<file path="config.mk">
export PLATFORM = sky130hd
export DESIGN_NAME = mapb_top
export DESIGN_NICKNAME = d
export VERILOG_FILES = /design/src/pkg/mapb_pkg.sv /design/src/core/mapb_top.sv /design/src/core/mapb_axis_mount.sv
export SDC_FILE = /design/constraint.sdc
export NUM_CORES = 1
export LEC_CHECK = 0
export CORE_UTILIZATION = 50
export CTS_CLUSTER_DIAMETER = 80
export DETAILED_ROUTE_END_ITERATION = 7
export DONT_BUFFER_PORTS = 1
export HOLD_SLACK_MARGIN = 0.08
export PLACE_DENSITY = 0.72
export SYNTH_ARGS = -nofsm -noshare
export SYNTH_HDL_FRONTEND = slang
export SYNTH_SLANG_ARGS = --single-unit
export TNS_END_PERCENT = 20
</file>
<file path="constraint.sdc">
create_clock -name sys_clk_i -period 6.7 [get_ports sys_clk_i]
set_input_delay 0.67 -clock sys_clk_i [delete_from_list [all_inputs] [get_ports sys_clk_i]]
set_output_delay 0.67 -clock sys_clk_i [all_outputs]
set_load 0.005 [all_outputs]
</file>
<file path="src/pkg/mapb_pkg.sv">
// Constants for the motion parameter bank: map, fields, defaults.
package mapb_pkg;

    // ****************************************************************
    // Geometry
    // ****************************************************************
    localparam int          NUM_SLOTS   = 19;
    localparam int          IDX_W       = 11;
    localparam int          BYTE_W      = 8;
    localparam int          PARAM_W     = 32;
    localparam int          APB_AW      = 13;
    localparam int          APB_DW      = 32;
    localparam int          WORD_LSB    = 2;

    // ****************************************************************
    // Location indices (byte address is four times the index)
    // ****************************************************************
    localparam logic [10:0] IDX_AMP_B0  = 11'h388;
    localparam logic [10:0] IDX_AMP_B1  = 11'h389;
    localparam logic [10:0] IDX_AMP_B2  = 11'h38A;
    localparam logic [10:0] IDX_AMP_B3  = 11'h38B;
    localparam logic [10:0] IDX_WR_B0   = 11'h38C;
    localparam logic [10:0] IDX_WR_B1   = 11'h38D;
    localparam logic [10:0] IDX_WR_B2   = 11'h38E;
    localparam logic [10:0] IDX_WR_B3   = 11'h38F;
    localparam logic [10:0] IDX_SENS    = 11'h390;
    localparam logic [10:0] IDX_MOT     = 11'h3AA;
    localparam logic [10:0] IDX_MOUNT   = 11'h42C;
    localparam logic [10:0] IDX_HYS_B0  = 11'h430;
    localparam logic [10:0] IDX_HYS_B1  = 11'h431;
    localparam logic [10:0] IDX_HYS_B2  = 11'h432;
    localparam logic [10:0] IDX_HYS_B3  = 11'h433;
    localparam logic [10:0] IDX_TLT_B0  = 11'h434;
    localparam logic [10:0] IDX_TLT_B1  = 11'h435;
    localparam logic [10:0] IDX_TLT_B2  = 11'h436;
    localparam logic [10:0] IDX_TLT_B3  = 11'h437;
    localparam logic [10:0] IDX_CTRL    = 11'h3F8;

    // Slot order inside the byte array
    localparam logic [10:0] SLOT_INDEX [NUM_SLOTS] = '{
        IDX_AMP_B0, IDX_AMP_B1, IDX_AMP_B2, IDX_AMP_B3,
        IDX_WR_B0,  IDX_WR_B1,  IDX_WR_B2,  IDX_WR_B3,
        IDX_SENS,   IDX_MOT,    IDX_MOUNT,
        IDX_HYS_B0, IDX_HYS_B1, IDX_HYS_B2, IDX_HYS_B3,
        IDX_TLT_B0, IDX_TLT_B1, IDX_TLT_B2, IDX_TLT_B3
    };
    localparam int          SLOT_AMP    = 0;
    localparam int          SLOT_WR     = 4;
    localparam int          SLOT_SENS   = 8;
    localparam int          SLOT_MOT    = 9;
    localparam int          SLOT_MOUNT  = 10;
    localparam int          SLOT_HYS    = 11;
    localparam int          SLOT_TLT    = 15;

    // ****************************************************************
    // Fields
    // ****************************************************************
    localparam int          MOUNT_SWAP  = 2;
    localparam int          MOUNT_FLIPX = 1;
    localparam int          MOUNT_FLIPY = 0;
    localparam int          CTRL_VALID  = 0;
    localparam int          CTRL_SLOW   = 1;
    localparam logic [7:0]  SENS_SLOW   = 8'h01;
    localparam logic [2:0]  MOT_SHIFT_MAX = 3'h4;

    // ****************************************************************
    // Host defaults and recommended ranges
    // ****************************************************************
    localparam logic [31:0] AMP_DEFAULT = 32'd2080374;
    localparam logic [31:0] AMP_MIN     = 32'd1006632;
    localparam logic [31:0] AMP_MAX     = 32'd3019898;
    localparam logic [31:0] WR_DEFAULT  = 32'd3506176;
    localparam logic [31:0] WR_MIN      = 32'd2949120;
    localparam logic [31:0] WR_MAX      = 32'd5210112;
    localparam logic [7:0]  SENS_DEFAULT = 8'h00;
    localparam logic [7:0]  MOT_DEFAULT = 8'h00;
    localparam logic [31:0] HYS_DEFAULT = 32'd700;
    localparam logic [31:0] HYS_MIN     = 32'd1;
    localparam logic [31:0] HYS_MAX     = 32'd2048;
    localparam logic [31:0] TLT_DEFAULT = 32'd2048;
    localparam logic [31:0] TLT_MIN     = 32'd300;
    localparam logic [31:0] TLT_MAX     = 32'd3000;

endpackage

</file>
<file path="src/core/mapb_top.sv">
// Motion parameter bank: APB byte store and the logic that uses it.
// Overview of operation
// - Locations undefined until host runs engine_initialisation
// - Byte-wide read/write locations on main clock
// - 32-bit parameters little-endian over four bytes
// - Step counts when magnitude exceeds amplitude threshold
// - Gait energy above threshold means running
// - Sensitivity setting is 0 or 1, default 0
// - Significant motion value shifts low-variance threshold
// - Mounting bits: swap, flip X, flip Y
// - Hysteresis added/removed around norm estimate
// - Absolute viewing X must stay within tilt limit
// - Slow-walk threshold used only when sensitivity is 1
//
// Register access over APB was decided locally.
`timescale 1ns/1ps
module mapb_top #(
    parameter int AXIS_W = 16
) (
    // Clock and reset
    input  wire logic                     sys_clk_i,
    input  wire logic                     sys_rst_i,
    // APB slave
    input  wire logic                     psel_i,
    input  wire logic                     penable_i,
    input  wire logic                     pwrite_i,
    input  wire logic [12:0]              paddr_i,
    input  wire logic [31:0]              pwdata_i,
    input  wire logic [3:0]               pstrb_i,
    output logic [31:0]                   prdata_o,
    output logic                          pready_o,
    output logic                          pslverr_o,
    // Step counter inputs
    input  wire logic [31:0]              abs_accel_i,
    input  wire logic [31:0]              gait_energy_i,
    input  wire logic [31:0]              slow_walk_amplitude_threshold_i,
    // Significant motion input
    input  wire logic [31:0]              mot_base_threshold_i,
    // Gesture inputs
    input  wire logic [31:0]              norm_estimate_i,
    input  wire logic signed [AXIS_W-1:0] raw_x_i,
    input  wire logic signed [AXIS_W-1:0] raw_y_i,
    // Parameter-driven results
    output logic                          params_valid_o,
    output logic                          slow_walk_mode_o,
    output logic                          step_valid_o,
    output logic                          running_o,
    output logic [31:0]                   mot_threshold_o,
    output logic [31:0]                   norm_upper_o,
    output logic [31:0]                   norm_lower_o,
    output logic                          tilt_ok_o,
    output logic signed [AXIS_W-1:0]      axis_x_o,
    output logic signed [AXIS_W-1:0]      axis_y_o
);

    // ****************************************************************
    // Address decode
    // ****************************************************************
    typedef struct packed {
        logic       hit;
        logic [4:0] slot;
    } mapb_slot_t;

    function automatic mapb_slot_t mapb_find_slot(input logic [10:0] idx);
        mapb_slot_t res;
        res.hit  = 1'b0;
        res.slot = '0;
        for (int k = 0; k < mapb_pkg::NUM_SLOTS; k++) begin
            if (mapb_pkg::SLOT_INDEX[k] == idx) begin
                res.hit  = 1'b1;
                res.slot = 5'(k);
            end
        end
        return res;
    endfunction

    wire logic [10:0] acc_idx;
    wire logic        acc_aligned;
    wire mapb_slot_t  acc_slot;
    wire logic        acc_ctrl;
    wire logic        acc_ok;
    wire logic        setup_ph;
    wire logic        access_ph;
    wire logic        wr_byte;
    wire logic        wr_ctrl;

    assign acc_idx     = paddr_i[12:mapb_pkg::WORD_LSB];
    assign acc_aligned = (paddr_i[mapb_pkg::WORD_LSB-1:0] == 2'h0);
    assign acc_slot    = mapb_find_slot(acc_idx);
    assign acc_ctrl    = (acc_idx == mapb_pkg::IDX_CTRL);
    assign acc_ok      = acc_aligned && (acc_slot.hit || acc_ctrl);
    assign setup_ph    = psel_i && !penable_i;
    assign access_ph   = psel_i && penable_i;
    assign wr_byte     = access_ph && pwrite_i && acc_aligned && acc_slot.hit && pstrb_i[0];
    assign wr_ctrl     = access_ph && pwrite_i && acc_aligned && acc_ctrl && pstrb_i[0];

    // Zero wait states; read data was captured in the setup cycle
    assign pready_o    = 1'b1;
    assign pslverr_o   = access_ph && !acc_ok;

    // ****************************************************************
    // Parameter store
    // ****************************************************************
    // No reset on purpose: content is unknown until the host loads it
    logic [7:0] mem [mapb_pkg::NUM_SLOTS];

    always_ff @(posedge sys_clk_i) begin
        if (wr_byte) begin
            mem[acc_slot.slot] <= pwdata_i[7:0];
        end
    end

    // Host marks the store loaded; cleared again by writing zero
    logic valid_reg;
    wire  logic valid_next;

    assign valid_next = wr_ctrl ? pwdata_i[mapb_pkg::CTRL_VALID] : valid_reg;

    always_ff @(posedge sys_clk_i or posedge sys_rst_i) begin
        if (sys_rst_i) begin
            valid_reg <= 1'b0;
        end else begin
            valid_reg <= valid_next;
        end
    end

    // ****************************************************************
    // Register read path
    // ****************************************************************
    logic [31:0] rdata_reg;
    wire  logic [31:0] rdata_next;
    wire  logic [31:0] ctrl_view;
    wire  logic [31:0] byte_view;
    wire  logic        slow_mode;

    assign ctrl_view  = {30'h0, slow_mode, valid_reg};
    assign byte_view  = {24'h0, mem[acc_slot.slot]};
    assign rdata_next = !acc_aligned  ? 32'h0 :
                        acc_ctrl      ? ctrl_view :
                        acc_slot.hit  ? byte_view : 32'h0;

    always_ff @(posedge sys_clk_i or posedge sys_rst_i) begin
        if (sys_rst_i) begin
            rdata_reg <= 32'h0;
        end else if (setup_ph && !pwrite_i) begin
            rdata_reg <= rdata_next;
        end
    end

    assign prdata_o = rdata_reg;

    // ****************************************************************
    // Word assembly
    // ****************************************************************
    function automatic logic [31:0] mapb_word(input int base);
        return {mem[base+3], mem[base+2], mem[base+1], mem[base]};
    endfunction

    logic      [31:0] amp_thr;
    logic      [31:0] wr_thr;
    logic      [31:0] hys_val;
    logic      [31:0] tlt_lim;
    wire logic [7:0]  sens_val;
    wire logic [7:0]  mot_val;
    wire logic [2:0]  mount_val;

    // Process form, so every byte write re-evaluates the words
    always_comb begin
        amp_thr = mapb_word(mapb_pkg::SLOT_AMP);
        wr_thr  = mapb_word(mapb_pkg::SLOT_WR);
        hys_val = mapb_word(mapb_pkg::SLOT_HYS);
        tlt_lim = mapb_word(mapb_pkg::SLOT_TLT);
    end
    assign sens_val  = mem[mapb_pkg::SLOT_SENS];
    assign mot_val   = mem[mapb_pkg::SLOT_MOT];
    assign mount_val = mem[mapb_pkg::SLOT_MOUNT][2:0];

    // ****************************************************************
    // Step counter decisions
    // ****************************************************************
    wire logic [31:0] active_amp_thr;
    wire logic        step_next;
    wire logic        run_next;

    // Only exactly 1 selects slow walk; anything else acts as 0
    assign slow_mode      = valid_reg && (sens_val == mapb_pkg::SENS_SLOW);
    assign active_amp_thr = slow_mode ? slow_walk_amplitude_threshold_i : amp_thr;
    assign step_next      = valid_reg && (abs_accel_i > active_amp_thr);
    assign run_next       = valid_reg && (gait_energy_i > wr_thr);

    // ****************************************************************
    // Significant motion threshold
    // ****************************************************************
    wire logic [2:0]  mot_shift;
    wire logic [31:0] mot_next;

    // Values past the top of the range saturate
    assign mot_shift = (mot_val > 8'(mapb_pkg::MOT_SHIFT_MAX)) ?
                       mapb_pkg::MOT_SHIFT_MAX : mot_val[2:0];
    assign mot_next  = valid_reg ? (mot_base_threshold_i >> mot_shift) : 32'h0;

    // ****************************************************************
    // Gesture hysteresis and tilt
    // ****************************************************************
    wire logic signed [AXIS_W-1:0] mnt_x;
    wire logic signed [AXIS_W-1:0] mnt_y;
    wire logic [AXIS_W:0]          abs_x;
    wire logic [31:0]              up_next;
    wire logic [31:0]              lo_next;
    wire logic                     tilt_next;

    mapb_axis_mount #(
        .AXIS_W   (AXIS_W)
    ) u_axis_mount (
        .sys_clk_i (sys_clk_i),
        .sys_rst_i (sys_rst_i),
        .mount_i   (mount_val),
        .raw_x_i   (raw_x_i),
        .raw_y_i   (raw_y_i),
        .mnt_x_o   (mnt_x),
        .mnt_y_o   (mnt_y)
    );

    assign up_next   = valid_reg ? 32'(norm_estimate_i + hys_val) : 32'h0;
    assign lo_next   = valid_reg ? 32'(norm_estimate_i - hys_val) : 32'h0;
    assign abs_x     = mnt_x[AXIS_W-1] ? (AXIS_W+1)'(-mnt_x) : (AXIS_W+1)'(mnt_x);
    assign tilt_next = valid_reg && (32'(abs_x) <= tlt_lim);

    // ****************************************************************
    // Output registers
    // ****************************************************************
    always_ff @(posedge sys_clk_i or posedge sys_rst_i) begin
        if (sys_rst_i) begin
            step_valid_o    <= 1'b0;
            running_o       <= 1'b0;
            mot_threshold_o <= 32'h0;
            norm_upper_o    <= 32'h0;
            norm_lower_o    <= 32'h0;
            tilt_ok_o       <= 1'b0;
            axis_x_o        <= '0;
            axis_y_o        <= '0;
            slow_walk_mode_o <= 1'b0;
        end else begin
            step_valid_o    <= step_next;
            running_o       <= run_next;
            mot_threshold_o <= mot_next;
            norm_upper_o    <= up_next;
            norm_lower_o    <= lo_next;
            tilt_ok_o       <= tilt_next;
            axis_x_o        <= valid_reg ? mnt_x : '0;
            axis_y_o        <= valid_reg ? mnt_y : '0;
            slow_walk_mode_o <= slow_mode;
        end
    end

    assign params_valid_o = valid_reg;

endmodule // mapb_top

</file>
<file path="src/core/mapb_axis_mount.sv">
// Axis remapping for the gesture path: swap then sign flips.
`timescale 1ns/1ps
module mapb_axis_mount #(
    parameter int AXIS_W = 16
) (
    // Clock and reset
    input  wire logic                     sys_clk_i,
    input  wire logic                     sys_rst_i,
    // Mounting code and raw axes
    input  wire logic [2:0]               mount_i,
    input  wire logic signed [AXIS_W-1:0] raw_x_i,
    input  wire logic signed [AXIS_W-1:0] raw_y_i,
    // Remapped axes
    output logic signed [AXIS_W-1:0]      mnt_x_o,
    output logic signed [AXIS_W-1:0]      mnt_y_o
);

    wire logic signed [AXIS_W-1:0] sw_x;
    wire logic signed [AXIS_W-1:0] sw_y;
    wire logic signed [AXIS_W-1:0] x_next;
    wire logic signed [AXIS_W-1:0] y_next;

    assign sw_x   = mount_i[mapb_pkg::MOUNT_SWAP]  ? raw_y_i : raw_x_i;
    assign sw_y   = mount_i[mapb_pkg::MOUNT_SWAP]  ? raw_x_i : raw_y_i;
    assign x_next = mount_i[mapb_pkg::MOUNT_FLIPX] ? -sw_x : sw_x;
    assign y_next = mount_i[mapb_pkg::MOUNT_FLIPY] ? -sw_y : sw_y;

    always_ff @(posedge sys_clk_i or posedge sys_rst_i) begin
        if (sys_rst_i) begin
            mnt_x_o <= '0;
            mnt_y_o <= '0;
        end else begin
            mnt_x_o <= x_next;
            mnt_y_o <= y_next;
        end
    end

endmodule // mapb_axis_mount

</file>
==> out/qor.csv <==
stage,metric,value,unit
run_status,run status,finished clean,
sta,f_max,270.0,MHz
yosys,Synthesis Warnings,0,
global_route,first-pass GRT wire length,79900,µm
worst_setup_path,CP max stage cell,o311ai_1,
sta,RSZ-0062 raised after global routing,no,
worst_setup_path,crit path DAT,4110,ps
clock_network,post-CTS setup buffers,0,
finish,NumNets Final,2251,
worst_setup_path,nature of the critical path endpoint,flop,
clock_network,CTS tree,done,
die,Core Rows,72,
detailed_routing,average wire per standard cell,22.04,µm
yosys,sequential share of the synthesized area,0.4525,
detailed_routing,Via Count,14414,
hold_path,Worst Hold Class,in -> async,
clock_network,Post-CTS Hold Fix Bufs,0,
placed_design,Port Buffer Count,0,
yosys,Synth top area share,0.2329,
die,top-level I/O count,413,
clock_network,H-tree depth,2,
die,die span in y,200.0,µm
die,Starting Density,0.5071,
die,die area,39990,µm²
detailed_routing,final WL,52990,µm
yosys,Post-Synthesis Cells,1891,
die,Core Footprint,38650,µm²
clock_network,CTS buffer count,38,
placed_design,GPL Wtd Cong,0.9158,
die,Die W,200.0,µm
global_route,GRT Util Overall,0.2619,
pwr,leakage,9.203,nW
global_route,grt ovf,0,
detailed_routing,Via-to-Cell Ratio,5.996,
clock_network,Clock Latency Late Sink,550,ps
finish,Final Non-Filler Cells,2404,
yosys,"EDFF count, synth",152,
yosys,post-synth top area cell,edfxtp_1,
flow_run,Max Cap Viol,0,
pwr,PwrDens,214.9,nW/µm²
worst_setup_path,Worst setup SP type,flop,
clock_network,clock-pin slew on the worst setup and hold paths,60,ps
sta,Worst Tran Pin Value,1237,ps
detailed_routing,Antenna Nets Post-Route,0,
sta,Final Max Tran Viols,0,
clock_network,Clock Path Buffers,3,
sta,Final min period,3704,ps
detailed_routing,drt pass-1 iters,5,
worst_setup_path,CP Data Required Time,7100,ps
worst_setup_path,Worst path most repeated cell,a21boi_1,
finish,Filler Cells Inserted,3332,
worst_setup_path,worst path cell trace,inv_1 -> ha_1 -> nor2b_1 -> o31a_1 -> o311ai_1 -> a21boi_1 -> a2111oi_0 -> o31ai_1 -> a21boi_1 -> xor2_1 -> nor2_1,
clock_network,root buf cell,clkbuf_16,
yosys,Synth area leaders,"edfxtp_1 23%, dfrtp_1 22%, ha_1 9.3%, mux2i_1 5.2%, a21oi_1 2.8%",
sta,fin crit share,0.5528,
worst_setup_path,CP Class,reg -> reg,
global_route,initial antenna violation count,0,
finish,area delta synth->final,8.051,%
worst_setup_path,Reg2Reg Depth,11,
yosys,ys async rst share,0.5309,
yosys,"flops & latches, synth",324,
global_route,number of global-route vias before repair,14015,
pwr,worst vdd ir,0.1519,mV
sta,Rel. slew slack,0.1755,
worst_setup_path,crit path buf inv count,1,
clock_network,clock sink count,324,
yosys,synthesized area per cell,10.36,µm²
sta,Min Hold Slack,158.9,ps
sta,Final Hold Fails,0,
finish,fraction of layout cells with a size suffix above 1,0.06946,
sta,clock skew,28.59,ps
placed_design,Placed Instances,2335,
finish,diode count,0,
global_route,largest net degree at the start of global routing,107,
detailed_routing,initial DRC count,968,
yosys,Mapped Area,19600,µm²
detailed_routing,DRC errors left,0,
worst_setup_path,CP max FO,4,
worst_setup_path,max incr delay on CP,560,ps
sta,endpoints failing setup,0,
clock_network,cts repair resizes,0,
placed_design,HPWL Detailed,39070,µm
worst_setup_path,crit-path leading delay family,compound AO/OA/AOI/OAI gates,
yosys,post-synth cell types,76,
sta,setup TNS,0,ps
worst_setup_path,cell count along the critical path,11,
yosys,"Top FF cell, synth",dfrtp_1,
-- flip-flops by register name (all words and copies together) (netlist names), 8 cells and up --
signal	cells
mem	152
mot_threshold_o	32
norm_upper_o	32
norm_lower_o	31
axis_x_o	16
axis_y_o	16
u_axis_mount.mnt_x_o	16
u_axis_mount.mnt_y_o	16
prdata_o	8
-- cell type report --
type,count,area [µm²],area share
repair buffers,10,75.07,0.003545
clock inverters,24,250.2,0.01182
inverters,115,436.7,0.02062
flip-flops and latches,324,8870,0.4189
well taps,518,648.1,0.03061
multi-input cells,1368,9867,0.4660
clock buffers,45,1028,0.04857
-- synth_stat cells (all sizes together) (47+ instances only) --
master / count
a21oi: 109
and2: 61
buf: 47
clkbuf: 61
dfrtp: 172
edfxtp: 152
ha: 146
inv: 114
mux2i: 102
nand2: 128
nor2: 137
nor2b: 49
nor3: 47
o21ai: 89
xnor2: 52
-- metal layers --
| layer | wire length [µm] | up-vias | track usage | share of wire |
|---|---|---|---|---|
| li1 | - | 6693 | - | - |
| met1 | 21760 | 7005 | 0.3474 | 0.41 |
| met2 | 25250 | 588 | 0.4228 | 0.48 |
| met3 | 3926 | 128 | 0.04536 | 0.074 |
| met4 | 2054 | 0 | 0.1111 | 0.039 |
| met5 | 0 | - | 0 | 0 |
-- worst paths after layout --
kind | slack [ps] | startpoint | endpoint
worst max-delay path | 3000 | mem[11][1] | norm_lower_o[27]
worst min-delay path | 160 | sys_rst_i | norm_upper_o[26]
worst max register to register | 3000 | mem[11][1] | norm_lower_o[27]
worst min register to register | 460 | u_axis_mount.mnt_y_o[12] | axis_y_o[12]
max in group asynchronous | 5060 | sys_rst_i | params_valid_o
min in group sys_clk_i | 220 | pwdata_i[1] | mem[9][1]
-- worst reg2reg max path, cell delays in order (launching register included) --
cell and delay, ps:
edfxtp_1 500, inv_1 140, ha_1 250, nor2b_1 140, o31a_1 280, o311ai_1 560
a21boi_1 290, a2111oi_0 540, o31ai_1 260, a21boi_1 330, xor2_1 200, nor2_1 60
-- report_power, final --
| group | internal (W) | leakage, nW | total (W) | switching (W) |
|---|---|---|---|---|
| combinational | 0.000143 | 4.87 | 0.000336 | 0.000193 |
| clock | 0.00126 | 0.638 | 0.00211 | 0.000844 |
| sequential | 0.00210 | 3.69 | 0.00211 | 0.0000109 |
| total | 0.00350 | 9.20 | 0.00455 | 0.00105 |
-- cells in the final DEF (no fill, tap or decap), types with 26 or more instances in the layout --
master	n
a21o_1	26
a21oi_1	109
and2_1	60
clkbuf_16	39
conb_1	26
dfrtp_1	171
edfxtp_1	152
ha_1	146
inv_1	113
mux2i_1	102
nand2_1	125
nand3_1	33
nor2_1	137
nor2b_1	49
nor3_1	46
o21ai_0	86
o22ai_1	28
xnor2_1	52
xor2_1	37
-- per-stage QoR --
stage	worst slack, ps	instance area, µm²	total power [W]	util
2_1_floorplan	1370	19690	0.002420	-
3_3_place_gp	2599	19900	0.002469	0.5148
3_5_place_dp	2544	19900	0.002480	0.5148
4_1_cts	3070	21180	0.004597	0.5479
5_1_grt	2770	21180	0.004714	0.5479
6_report	2996	21180	0.004550	0.5479
-- cells by family after synthesis --
| logic type | after synthesis | share of synthesized area |
|---|---|---|
| XOR/XNOR | 89 | 0.03978 |
| flip-flops | 324 | 0.4525 |
| adder cells (fa/ha/maj) | 148 | 0.09526 |
| other | 2 | 0.0003832 |
| multiplexers | 136 | 0.08542 |
| buffers and inverters | 223 | 0.04878 |
| AND/OR/NAND/NOR | 563 | 0.1452 |
| AO/OA/AOI/OAI | 406 | 0.1326 |
Note: power is estimated with default switching activity, not from simulation.
